[src/pfs_pkg.sv]
// constants shared by the fault status register bank
package pfs_pkg;

	// command codes of the status registers
	localparam logic [7:0] CMD_SUMMARY_BYTE = 8'h78;
	localparam logic [7:0] CMD_SUMMARY_WORD = 8'h79;
	localparam logic [7:0] CMD_VOUT_FAULTS  = 8'h7a;
	localparam logic [7:0] CMD_IOUT_FAULTS  = 8'h7b;
	localparam logic [7:0] CMD_INPUT_FAULTS = 8'h7c;
	localparam logic [7:0] CMD_THERM_FAULTS = 8'h7d;
	localparam logic [7:0] CMD_COMM_FAULTS  = 8'h7e;
	localparam logic [7:0] CMD_MON_FAULTS   = 8'h80;

	// reset values
	localparam logic [15:0] SUMMARY_RESET = 16'h0000;
	localparam logic [7:0]  BYTE_RESET    = 8'h00;

	// category bytes: high fault in bit 7, low fault in bit 4
	localparam int CAT_HIGH_BIT = 7;
	localparam int CAT_LOW_BIT  = 4;
	localparam logic [7:0] CAT_MASK = 8'h90;

	// communication, memory and logic byte
	localparam int COMM_BAD_CMD_BIT  = 7;
	localparam int COMM_BAD_DATA_BIT = 6;
	localparam int COMM_PEC_BIT      = 5;
	localparam int COMM_MEM_BIT      = 4;
	localparam int COMM_OTHER_BIT    = 1;
	localparam logic [7:0] COMM_MASK = 8'hf2;

	// monitor and sync byte
	localparam int MON_SYNC_BIT   = 3;
	localparam int MON_AUX_UV_BIT = 1;
	localparam int MON_AUX_OV_BIT = 0;
	localparam logic [7:0] MON_MASK = 8'h0b;

	// summary word bit positions
	localparam int SW_VOUT    = 15;
	localparam int SW_IOUT    = 14;
	localparam int SW_INPUT   = 13;
	localparam int SW_MFR     = 12;
	localparam int SW_PG_N    = 11;
	localparam int SW_RSVD    = 10;
	localparam int SW_OTHER   = 9;
	localparam int SW_UNKNOWN = 8;
	localparam int SW_BUSY    = 7;
	localparam int SW_OFF     = 6;
	localparam int SW_VOUT_OV = 5;
	localparam int SW_IOUT_OC = 4;
	localparam int SW_VIN_UV  = 3;
	localparam int SW_TEMP    = 2;
	localparam int SW_COMM    = 1;
	localparam int SW_NONE    = 0;

	// response lengths in bytes
	localparam logic [1:0] LEN_NONE = 2'd0;
	localparam logic [1:0] LEN_BYTE = 2'd1;
	localparam logic [1:0] LEN_WORD = 2'd2;

	// width of the digitised auxiliary monitor sample
	localparam int AUX_W = 12;

endpackage

[src/pfs_sticky_byte.sv]
// one byte of sticky fault flags with masked set and bulk clear
`timescale 1ns/1ns
`default_nettype none
module pfs_sticky_byte
	import pfs_pkg::*;
#(
	parameter logic [7:0] MASK = 8'hff
) (
	// clock and reset
	input  wire logic       clk_sys,
	input  wire logic       resetn,
	// flag control
	input  wire logic [7:0] set,
	input  wire logic       clear,
	// flags
	output var  logic [7:0] flags
);

	typedef struct packed {
		logic [7:0] flags;
	} pfs_sticky_t;

	pfs_sticky_t s;
	pfs_sticky_t next_s;

	always_comb begin
		next_s = s;
		// set wins over clear, unused bits never set
		next_s.flags = ((s.flags & ~{8{clear}}) | set) & MASK;
	end

	always_ff @(posedge clk_sys or negedge resetn) begin
		if (!resetn) begin
			s.flags <= BYTE_RESET;
		end else begin
			s <= next_s;
		end
	end

	assign flags = s.flags;

	property p_set_wins;
		@(posedge clk_sys) disable iff (!resetn)
		((set & MASK) != 8'h00) |=> ((flags & $past(set & MASK)) == $past(set & MASK));
	endproperty
	a_set_wins: assert property (p_set_wins) else $error("flag set lost");

	property p_unused_zero;
		@(posedge clk_sys) disable iff (!resetn)
		(flags & ~MASK) == 8'h00;
	endproperty
	a_unused_zero: assert property (p_unused_zero) else $error("unused bit set");

endmodule
`default_nettype wire

[src/pfs_status_regs.sv]
// fault status register bank: summary word and detail bytes
// What this block does
// - summary byte and low byte of summary word read one storage
// - summary word reads as two bytes, zero after reset
// - bits 15, 14, 13 flag output voltage, output current, input faults
// - bit 12 set while any monitor or sync fault is present
// - bit 11 set while power good is low
// - bit 10 reserved; bit 9 other flag; bit 8 unknown fault
// - bit 7 set when a busy fault is declared
// - bit 6 set whenever the output is not powered
// - bits 5, 4, 3, 2: output OV, output OC, input UV, temperature
// - bit 1 any comm fault; bit 0 fault outside bits 7 to 1
// - each detail byte reads as one read-only byte, zero after reset
// - output voltage byte: overvoltage bit 7, undervoltage bit 4
// - output current byte: overcurrent bit 7, undercurrent bit 4
// - input byte: overvoltage bit 7, undervoltage bit 4
// - temperature byte: over-temperature bit 7, under-temperature bit 4
// - comm byte bit 7 set on invalid or unsupported command code
// - comm byte bit 6 set on command with invalid data
// - comm byte bit 5 set on packet error; bits 3:2 and 0 reserved
// - comm byte bit 1 on write to read-only or other comm fault; bit 4 memory
// - monitor byte bit 3 on lost clock sync; bits 7:4 and 2 reserved
// - monitor byte bit 1 when aux input below low threshold
// - monitor byte bit 0 when aux input above high threshold
`timescale 1ns/1ns
`default_nettype none
module pfs_status_regs
	import pfs_pkg::*;
(
	// clock and reset
	input  wire logic             clk_sys,
	input  wire logic             resetn,
	// fault events, one-cycle pulses from detection logic
	input  wire logic             vout_ov_evt,
	input  wire logic             vout_uv_evt,
	input  wire logic             iout_oc_evt,
	input  wire logic             iout_uc_evt,
	input  wire logic             vin_ov_evt,
	input  wire logic             vin_uv_evt,
	input  wire logic             ot_evt,
	input  wire logic             ut_evt,
	input  wire logic             bad_data_evt,
	input  wire logic             pec_err_evt,
	input  wire logic             mem_logic_evt,
	input  wire logic             comm_other_evt,
	input  wire logic             sync_lost_evt,
	input  wire logic             busy_evt,
	input  wire logic             other_evt,
	input  wire logic             unknown_evt,
	input  wire logic             clear_faults,
	// live conditions
	input  wire logic             power_good,
	input  wire logic             output_on,
	// auxiliary monitor
	input  wire logic [AUX_W-1:0] aux_monitor_input,
	input  wire logic             aux_sample,
	input  wire logic [AUX_W-1:0] aux_monitor_low_threshold,
	input  wire logic [AUX_W-1:0] aux_monitor_high_threshold,
	// command port
	input  wire logic             cmd_valid,
	input  wire logic             cmd_write,
	input  wire logic [7:0]       cmd_code,
	output var  logic             rsp_valid,
	output var  logic [15:0]      rsp_data,
	output var  logic [1:0]       rsp_len,
	output var  logic             rsp_unsupported,
	// summary mirror
	output var  logic [15:0]      summary_word,
	output var  logic             comm_memory_logic_flag
);

	function automatic logic is_status_code(input logic [7:0] code);
		case (code)
			CMD_SUMMARY_BYTE, CMD_SUMMARY_WORD, CMD_VOUT_FAULTS, CMD_IOUT_FAULTS,
			CMD_INPUT_FAULTS, CMD_THERM_FAULTS, CMD_COMM_FAULTS, CMD_MON_FAULTS: begin
				return 1'b1;
			end
			default: begin
				return 1'b0;
			end
		endcase
	endfunction

	function automatic logic [7:0] cat_set(input logic high, input logic low);
		logic [7:0] v;
		v = 8'h00;
		v[CAT_HIGH_BIT] = high;
		v[CAT_LOW_BIT] = low;
		return v;
	endfunction

	typedef struct packed {
		logic        busy;
		logic        other;
		logic        unknown;
		logic [15:0] summary;
		logic        rsp_valid;
		logic [15:0] rsp_data;
		logic [1:0]  rsp_len;
		logic        rsp_unsup;
		logic        comm_flag;
	} pfs_top_t;

	pfs_top_t s;
	pfs_top_t next_s;

	logic [7:0] vout_f;
	logic [7:0] iout_f;
	logic [7:0] input_f;
	logic [7:0] therm_f;
	logic [7:0] comm_f;
	logic [7:0] mon_f;
	logic [7:0] comm_set;
	logic [7:0] mon_set;
	logic       aux_uv;
	logic       aux_ov;
	logic       cmd_unsup;
	logic       cmd_ro_write;

	assign cmd_unsup = cmd_valid && !is_status_code(cmd_code);
	assign cmd_ro_write = cmd_valid && cmd_write && is_status_code(cmd_code);

	always_comb begin
		comm_set = 8'h00;
		comm_set[COMM_BAD_CMD_BIT] = cmd_unsup;
		comm_set[COMM_BAD_DATA_BIT] = bad_data_evt;
		comm_set[COMM_PEC_BIT] = pec_err_evt;
		comm_set[COMM_MEM_BIT] = mem_logic_evt;
		comm_set[COMM_OTHER_BIT] = cmd_ro_write || comm_other_evt;
		mon_set = 8'h00;
		mon_set[MON_SYNC_BIT] = sync_lost_evt;
		mon_set[MON_AUX_UV_BIT] = aux_uv;
		mon_set[MON_AUX_OV_BIT] = aux_ov;
	end

	pfs_aux_window u_aux (
		.clk_sys       (clk_sys),
		.resetn        (resetn),
		.sample        (aux_sample),
		.level         (aux_monitor_input),
		.low_threshold (aux_monitor_low_threshold),
		.high_threshold(aux_monitor_high_threshold),
		.below_evt     (aux_uv),
		.above_evt     (aux_ov)
	);

	// detail bytes
	pfs_sticky_byte #(.MASK(CAT_MASK)) u_vout (
		.clk_sys(clk_sys),
		.resetn (resetn),
		.set    (cat_set(vout_ov_evt, vout_uv_evt)),
		.clear  (clear_faults),
		.flags  (vout_f)
	);

	pfs_sticky_byte #(.MASK(CAT_MASK)) u_iout (
		.clk_sys(clk_sys),
		.resetn (resetn),
		.set    (cat_set(iout_oc_evt, iout_uc_evt)),
		.clear  (clear_faults),
		.flags  (iout_f)
	);

	pfs_sticky_byte #(.MASK(CAT_MASK)) u_input (
		.clk_sys(clk_sys),
		.resetn (resetn),
		.set    (cat_set(vin_ov_evt, vin_uv_evt)),
		.clear  (clear_faults),
		.flags  (input_f)
	);

	pfs_sticky_byte #(.MASK(CAT_MASK)) u_therm (
		.clk_sys(clk_sys),
		.resetn (resetn),
		.set    (cat_set(ot_evt, ut_evt)),
		.clear  (clear_faults),
		.flags  (therm_f)
	);

	pfs_sticky_byte #(.MASK(COMM_MASK)) u_comm (
		.clk_sys(clk_sys),
		.resetn (resetn),
		.set    (comm_set),
		.clear  (clear_faults),
		.flags  (comm_f)
	);

	pfs_sticky_byte #(.MASK(MON_MASK)) u_mon (
		.clk_sys(clk_sys),
		.resetn (resetn),
		.set    (mon_set),
		.clear  (clear_faults),
		.flags  (mon_f)
	);

	always_comb begin
		next_s = s;
		// single sticky flags, set wins over clear
		next_s.busy = (s.busy && !clear_faults) || busy_evt;
		next_s.other = (s.other && !clear_faults) || other_evt;
		next_s.unknown = (s.unknown && !clear_faults) || unknown_evt;
		// summary rebuilt every cycle from the detail flags, the single sticky flags and the live conditions
		next_s.summary[SW_VOUT] = |vout_f;
		next_s.summary[SW_IOUT] = |iout_f;
		next_s.summary[SW_INPUT] = |input_f;
		next_s.summary[SW_MFR] = |mon_f;
		next_s.summary[SW_PG_N] = !power_good;
		next_s.summary[SW_RSVD] = 1'b0;
		next_s.summary[SW_OTHER] = s.other;
		next_s.summary[SW_UNKNOWN] = s.unknown;
		next_s.summary[SW_BUSY] = s.busy;
		next_s.summary[SW_OFF] = !output_on;
		next_s.summary[SW_VOUT_OV] = vout_f[CAT_HIGH_BIT];
		next_s.summary[SW_IOUT_OC] = iout_f[CAT_HIGH_BIT];
		next_s.summary[SW_VIN_UV] = input_f[CAT_LOW_BIT];
		next_s.summary[SW_TEMP] = |therm_f;
		next_s.summary[SW_COMM] = |comm_f;
		// faults with no own bit in the low byte
		next_s.summary[SW_NONE] = vout_f[CAT_LOW_BIT] || iout_f[CAT_LOW_BIT]
			|| input_f[CAT_HIGH_BIT] || (|mon_f) || s.unknown || s.other;
		next_s.comm_flag = |comm_f;
		// command answer, one cycle after the request
		next_s.rsp_valid = cmd_valid;
		next_s.rsp_unsup = cmd_unsup;
		next_s.rsp_data = 16'h0000;
		next_s.rsp_len = LEN_NONE;
		if (cmd_valid && !cmd_write) begin
			case (cmd_code)
				CMD_SUMMARY_BYTE: begin
					next_s.rsp_data = {8'h00, s.summary[7:0]};
					next_s.rsp_len = LEN_BYTE;
				end
				CMD_SUMMARY_WORD: begin
					next_s.rsp_data = s.summary;
					next_s.rsp_len = LEN_WORD;
				end
				CMD_VOUT_FAULTS: begin
					next_s.rsp_data = {8'h00, vout_f};
					next_s.rsp_len = LEN_BYTE;
				end
				CMD_IOUT_FAULTS: begin
					next_s.rsp_data = {8'h00, iout_f};
					next_s.rsp_len = LEN_BYTE;
				end
				CMD_INPUT_FAULTS: begin
					next_s.rsp_data = {8'h00, input_f};
					next_s.rsp_len = LEN_BYTE;
				end
				CMD_THERM_FAULTS: begin
					next_s.rsp_data = {8'h00, therm_f};
					next_s.rsp_len = LEN_BYTE;
				end
				CMD_COMM_FAULTS: begin
					next_s.rsp_data = {8'h00, comm_f};
					next_s.rsp_len = LEN_BYTE;
				end
				CMD_MON_FAULTS: begin
					next_s.rsp_data = {8'h00, mon_f};
					next_s.rsp_len = LEN_BYTE;
				end
				default: begin
					next_s.rsp_data = 16'h0000;
					next_s.rsp_len = LEN_NONE;
				end
			endcase
		end
	end

	always_ff @(posedge clk_sys or negedge resetn) begin
		if (!resetn) begin
			s.busy <= 1'b0;
			s.other <= 1'b0;
			s.unknown <= 1'b0;
			s.summary <= SUMMARY_RESET;
			s.rsp_valid <= 1'b0;
			s.rsp_data <= 16'h0000;
			s.rsp_len <= LEN_NONE;
			s.rsp_unsup <= 1'b0;
			s.comm_flag <= 1'b0;
		end else begin
			s <= next_s;
		end
	end

	assign rsp_valid = s.rsp_valid;
	assign rsp_data = s.rsp_data;
	assign rsp_len = s.rsp_len;
	assign rsp_unsupported = s.rsp_unsup;
	assign summary_word = s.summary;
	assign comm_memory_logic_flag = s.comm_flag;

	// checks
	property p_byte_alias;
		@(posedge clk_sys) disable iff (!resetn)
		(cmd_valid && !cmd_write && cmd_code == CMD_SUMMARY_BYTE)
		|=> rsp_valid && rsp_len == LEN_BYTE && rsp_data == {8'h00, $past(summary_word[7:0])};
	endproperty
	a_byte_alias: assert property (p_byte_alias) else $error("summary byte differs");

	property p_word_read;
		@(posedge clk_sys) disable iff (!resetn)
		(cmd_valid && !cmd_write && cmd_code == CMD_SUMMARY_WORD)
		|=> rsp_len == LEN_WORD && rsp_data == $past(summary_word);
	endproperty
	a_word_read: assert property (p_word_read) else $error("summary word read wrong");

	property p_vout_cat;
		@(posedge clk_sys) disable iff (!resetn)
		vout_ov_evt |-> ##2 summary_word[SW_VOUT] && summary_word[SW_VOUT_OV];
	endproperty
	a_vout_cat: assert property (p_vout_cat) else $error("output voltage bits missing");

	property p_mon_cat;
		@(posedge clk_sys) disable iff (!resetn)
		sync_lost_evt |-> ##2 summary_word[SW_MFR] && summary_word[SW_NONE];
	endproperty
	a_mon_cat: assert property (p_mon_cat) else $error("monitor summary bit missing");

	property p_pgood;
		@(posedge clk_sys) disable iff (!resetn)
		1'b1 |=> summary_word[SW_PG_N] == !$past(power_good) && !summary_word[SW_RSVD];
	endproperty
	a_pgood: assert property (p_pgood) else $error("power good bit wrong");

	property p_busy;
		@(posedge clk_sys) disable iff (!resetn)
		busy_evt |-> ##2 summary_word[SW_BUSY];
	endproperty
	a_busy: assert property (p_busy) else $error("busy bit missing");

	property p_off;
		@(posedge clk_sys) disable iff (!resetn)
		!output_on |=> summary_word[SW_OFF];
	endproperty
	a_off: assert property (p_off) else $error("off bit missing");

	property p_vin_uv;
		@(posedge clk_sys) disable iff (!resetn)
		vin_uv_evt |-> ##2 summary_word[SW_VIN_UV] && summary_word[SW_INPUT];
	endproperty
	a_vin_uv: assert property (p_vin_uv) else $error("input undervoltage bit missing");

	property p_unsup;
		@(posedge clk_sys) disable iff (!resetn)
		cmd_unsup |=> rsp_unsupported ##1 comm_memory_logic_flag && summary_word[SW_COMM];
	endproperty
	a_unsup: assert property (p_unsup) else $error("unsupported code not flagged");

	property p_ro_write;
		@(posedge clk_sys) disable iff (!resetn)
		cmd_ro_write |=> !rsp_unsupported && rsp_len == LEN_NONE ##1 summary_word[SW_COMM];
	endproperty
	a_ro_write: assert property (p_ro_write) else $error("read-only write not flagged");

	property p_detail_agree;
		@(posedge clk_sys) disable iff (!resetn)
		1'b1 |=> summary_word[SW_IOUT] == (|$past(iout_f));
	endproperty
	a_detail_agree: assert property (p_detail_agree) else $error("summary disagrees");

	c_word_read: cover property (@(posedge clk_sys) disable iff (!resetn)
		cmd_valid && cmd_code == CMD_SUMMARY_WORD ##1 rsp_data != 16'h0000);
	c_unsup: cover property (@(posedge clk_sys) disable iff (!resetn) cmd_unsup);
	c_clear: cover property (@(posedge clk_sys) disable iff (!resetn)
		summary_word[SW_VOUT] ##1 clear_faults ##2 !summary_word[SW_VOUT]);

endmodule
`default_nettype wire

[src/pfs_aux_window.sv]
// auxiliary monitor window comparator, registered event pulses
`timescale 1ns/1ns
`default_nettype none
module pfs_aux_window
	import pfs_pkg::*;
(
	// clock and reset
	input  wire logic             clk_sys,
	input  wire logic             resetn,
	// sample and limits
	input  wire logic             sample,
	input  wire logic [AUX_W-1:0] level,
	input  wire logic [AUX_W-1:0] low_threshold,
	input  wire logic [AUX_W-1:0] high_threshold,
	// one-cycle events
	output var  logic             below_evt,
	output var  logic             above_evt
);

	typedef struct packed {
		logic below;
		logic above;
	} pfs_aux_t;

	pfs_aux_t s;
	pfs_aux_t next_s;

	always_comb begin
		next_s = s;
		next_s.below = sample && (level < low_threshold);
		next_s.above = sample && (level > high_threshold);
	end

	always_ff @(posedge clk_sys or negedge resetn) begin
		if (!resetn) begin
			s <= '0;
		end else begin
			s <= next_s;
		end
	end

	assign below_evt = s.below;
	assign above_evt = s.above;

	property p_below;
		@(posedge clk_sys) disable iff (!resetn)
		below_evt == $past(sample && (level < low_threshold));
	endproperty
	a_below: assert property (p_below) else $error("low threshold event wrong");

	property p_above;
		@(posedge clk_sys) disable iff (!resetn)
		above_evt == $past(sample && (level > high_threshold));
	endproperty
	a_above: assert property (p_above) else $error("high threshold event wrong");

endmodule
`default_nettype wire

[config.mk]
export PLATFORM = sky130hd
export DESIGN_NAME = pfs_status_regs
export DESIGN_NICKNAME = d
export VERILOG_FILES = /design/src/pfs_pkg.sv /design/src/pfs_sticky_byte.sv /design/src/pfs_status_regs.sv /design/src/pfs_aux_window.sv
export SDC_FILE = /design/constraint.sdc
export NUM_CORES = 1
export LEC_CHECK = 0
export BUFFER_PORTS_ARGS = -buffer_cell sky130_fd_sc_hd__buf_2
export CAP_MARGIN = 20
export CORE_ASPECT_RATIO = 0.7
export CORE_UTILIZATION = 52
export DETAILED_ROUTE_END_ITERATION = 10
export GPL_TIMING_DRIVEN = 0
export PLACE_DENSITY = 0.85
export SYNTH_ARGS = -nofsm -noshare
export SYNTH_HDL_FRONTEND = slang
export SYNTH_SLANG_ARGS = --single-unit
[constraint.sdc]
create_clock -name clk_sys -period 2 [get_ports clk_sys]
set_input_delay 0.4 -clock clk_sys [delete_from_list [all_inputs] [get_ports clk_sys]]
set_output_delay 0.4 -clock clk_sys [all_outputs]
set_load 0.005 [all_outputs]
==> impl_metrics.env <==
export IMPL_crit_fanout=2
export IMPL_clkLatencyLatePin_ns=0.30
export IMPL_cts_sinks=55
export IMPL_area_growth_syn_to_layout_pct=26.6
export IMPL_synthMuxAreaShare=0.00867
export IMPL_final_area_um2=3290
export IMPL_coreArea_um2=4780
export IMPL_via_per_inst=5.04
export IMPL_synth_seq_cells=55
export IMPL_grt_start_max_net_pins=29
export IMPL_fin_crit_sh=0.719
export IMPL_yosys_warnings=0
export IMPL_die_w_um=86.5
export IMPL_grt_pass1_wl_um=8120
export IMPL_n_antenna_cell=0
export IMPL_synthCells=230
export IMPL_hp_class="in -> async"
export IMPL_violations="design-rule violations"
export IMPL_required_ns=2.24
export IMPL_crit_arrival_ns=1.68
export IMPL_timing_fmax_ghz=0.695
export IMPL_worst_setup_path_end_kind="flop"
export IMPL_synth_simple_area_share=0.131
export IMPL_layout_drive_gt1_share=0.375
export IMPL_die_h_um=61.1
export IMPL_dp_final_hpwl_um=4350
export IMPL_drv_slew=0
export IMPL_synth_compound_area_frac=0.153
export IMPL_post_cts_buffers=0
export IMPL_grt_pass1_vias=1764
export IMPL_synth_cell_types=46
export IMPL_overflow=0
export IMPL_cts_root_buf="clkbuf_8"
export IMPL_dr_pass1_iters=8
export IMPL_setup_violations=0
export IMPL_boundaryPins=105
export IMPL_finalHoldViolCount=0
export IMPL_ant_nets=0
export IMPL_routabilityCongestion=0.812
export IMPL_cts_hold_buffers_added=0
export IMPL_slew_limit_headroom=0.592
export IMPL_p_leak_nw=1.78
export IMPL_ys_seq_area_frac=0.530
export IMPL_critical_path_class="in -> reg"
export IMPL_synthFlopType="dfrtp_1"
export IMPL_dp_slack_ns=0.202
export IMPL_numCtsBuffers=5
export IMPL_post_route_drc_count=2
export IMPL_status="finished with violations"
export IMPL_synth_fa_ha_area_frac=0.111
export IMPL_whs_ns=0.0958
export IMPL_tns_ns=0
export IMPL_routed_wl_um=5290
export IMPL_std_cell_rows=21
export IMPL_portBuffers=99
export IMPL_htree_levels=2
export IMPL_async_flop_share=1.00
export IMPL_rsz0062_at_grt="no"
export IMPL_drt_iter0_markers=82
export IMPL_synth_area_per_cell_um2=11.3
export IMPL_final_nets=429
export IMPL_synth_edf_count=0
export IMPL_fin_crit_ns=1.44
export IMPL_netlist_area_um2=2600
export IMPL_vdd_drop_max_uv=305
export IMPL_wl_per_cell_um=13.0
export IMPL_startpoint_type="primary input"
export IMPL_cts_repair_resized=0
export IMPL_dieArea_um2=5290
export IMPL_start_util=0.543
export IMPL_grtUsageTotal=0.211
export IMPL_cts_clk_slew_worst_paths_ns=0.09
export IMPL_vias=2055
export IMPL_grt_antenna_before_repair=0
export IMPL_synth_top_family_by_area="compound AO/OA/AOI/OAI gates"
export IMPL_tightestPinTransition_ns=0.611
export IMPL_powerDensity_nw_per_um2=633
export IMPL_postLayoutSetupSlackWorst_ns=0.562
export IMPL_synth_xor_area_share=0
export IMPL_placed_cell_area_um2=3200
export IMPL_cts_tree="built"
export IMPL_finalClockSkew_ns=0.00757
export IMPL_fillCellCount=391
export IMPL_maxCapViolCount=0
export IMPL_clock_path_buffers=2
## worst max-delay path, cell delays in order
cell	delay, ns
buf_2	0.11
ha_1	0.30
a211oi_1	0.20
o21ai_0	0.14
a221oi_1	0.33
o2111a_1	0.21
## worst paths after layout
path                                      start              end  slack, ns  cells past startpoint
hold reg to reg                      next_s[28]  summary_word[7]       0.40                      0
setup reg to reg               u_input.flags[7]  summary_word[0]       0.63                      2
hold / removal                           resetn     rsp_data[11]        0.1                      1
setup / recovery           aux_monitor_input[2]  u_aux.below_evt       0.56                      6
max in group asynchronous                resetn  u_comm.flags[7]       1.35                      2
min in group clk_sys                  output_on  summary_word[6]       0.23                      2
## power breakdown
part	switching [W]	total [W]	leakage [nW]	internal, W
Sequential	0.0000380	0.00120	0.647	0.00116
Combinational	0.000152	0.000305	1.09	0.000153
Clock	0.000333	0.000578	0.0412	0.000245
Total	0.000523	0.00208	1.78	0.00156
## registers in the layout, summed over array words and instances, names as in the netlist, 2 cells and up
register       cells
rsp_len            2
u_therm.flags      2
u_vout.flags       2
summary_word      15
rsp_data          15
u_iout.flags       2
u_comm.flags       5
u_mon.flags        3
next_s             3
u_input.flags      2
## per-stage QoR
stage	utilization	power, W	instances
after floorplan	-	0.00136	231
after global placement	0.666	0.00151	399
after detailed placement	0.670	0.00153	400
after CTS	0.688	0.00209	408
after global routing	0.688	0.00219	408
final	0.688	0.00208	408
## final cells by class
| class | count | area (µm²) | area share |
|---|---|---|---|
| multi-input cells | 138 | 1050 | 0.321 |
| repair buffers | 100 | 515 | 0.157 |
| clock inverters | 2 | 12.5 | 0.00381 |
| clock buffers | 6 | 72.6 | 0.0221 |
| plain buffers | 8 | 57.6 | 0.0175 |
| inverters | 30 | 113 | 0.0342 |
| flip-flops and latches | 55 | 1380 | 0.419 |
| well taps | 69 | 86.3 | 0.0263 |
## logic make-up (layout without fill, tap and decap cells)
family,after synthesis,in the layout
adders and majority gates,23,23
buffers and inverters,38,146
muxes,2,2
AOI/OAI and AO/OA,54,54
DFF,55,55
and+or+nand+nor,57,57
other,1,2
## per-layer routing
layer | routed length [µm] | share of wire | GRT usage | vias to the layer above
li1 | - | - | - | 1013
met1 | 2450 | 0.46 | 0.294 | 946
met2 | 2400 | 0.45 | 0.328 | 88
met3 | 359 | 0.068 | 0.0509 | 8
met4 | 79 | 0.015 | 0.0786 | 0
met5 | 0 | 0 | 0 | -
## cells in the mapped netlist (all sizes together) (2+ instances only)
master,count,area (µm²)
a211oi,3,22.5
a21o,22,165
a21oi,6,30.0
a221oi,3,26.3
a22oi,6,45.0
a31oi,2,12.5
and2,7,43.8
and3,3,20.0
buf,7,53.8
dfrtp,55,1380
ha,23,288
inv,29,109
mux2,2,22.5
nand2,8,30.0
nand4,5,31.3
nor2,13,48.8
nor2b,4,25.0
nor4,2,27.5
o21ai,4,23.8
or2,6,37.5
or3,2,12.5
## cells in the final DEF (no fill, tap or decap), types with 3 or more instances in the layout
cell	n
a211oi_1	3
nor2b_1	4
a21oi_1	6
a21o_1	22
o21ai_0	3
nand2_1	8
clkbuf_8	5
nand4_1	5
inv_1	28
a221oi_1	3
nor2_1	13
buf_4	5
or2_2	5
buf_2	100
ha_1	23
and2_1	7
a22oi_1	6
dfrtp_1	55
No activity file was read; power rests on OpenSTA's default activity.
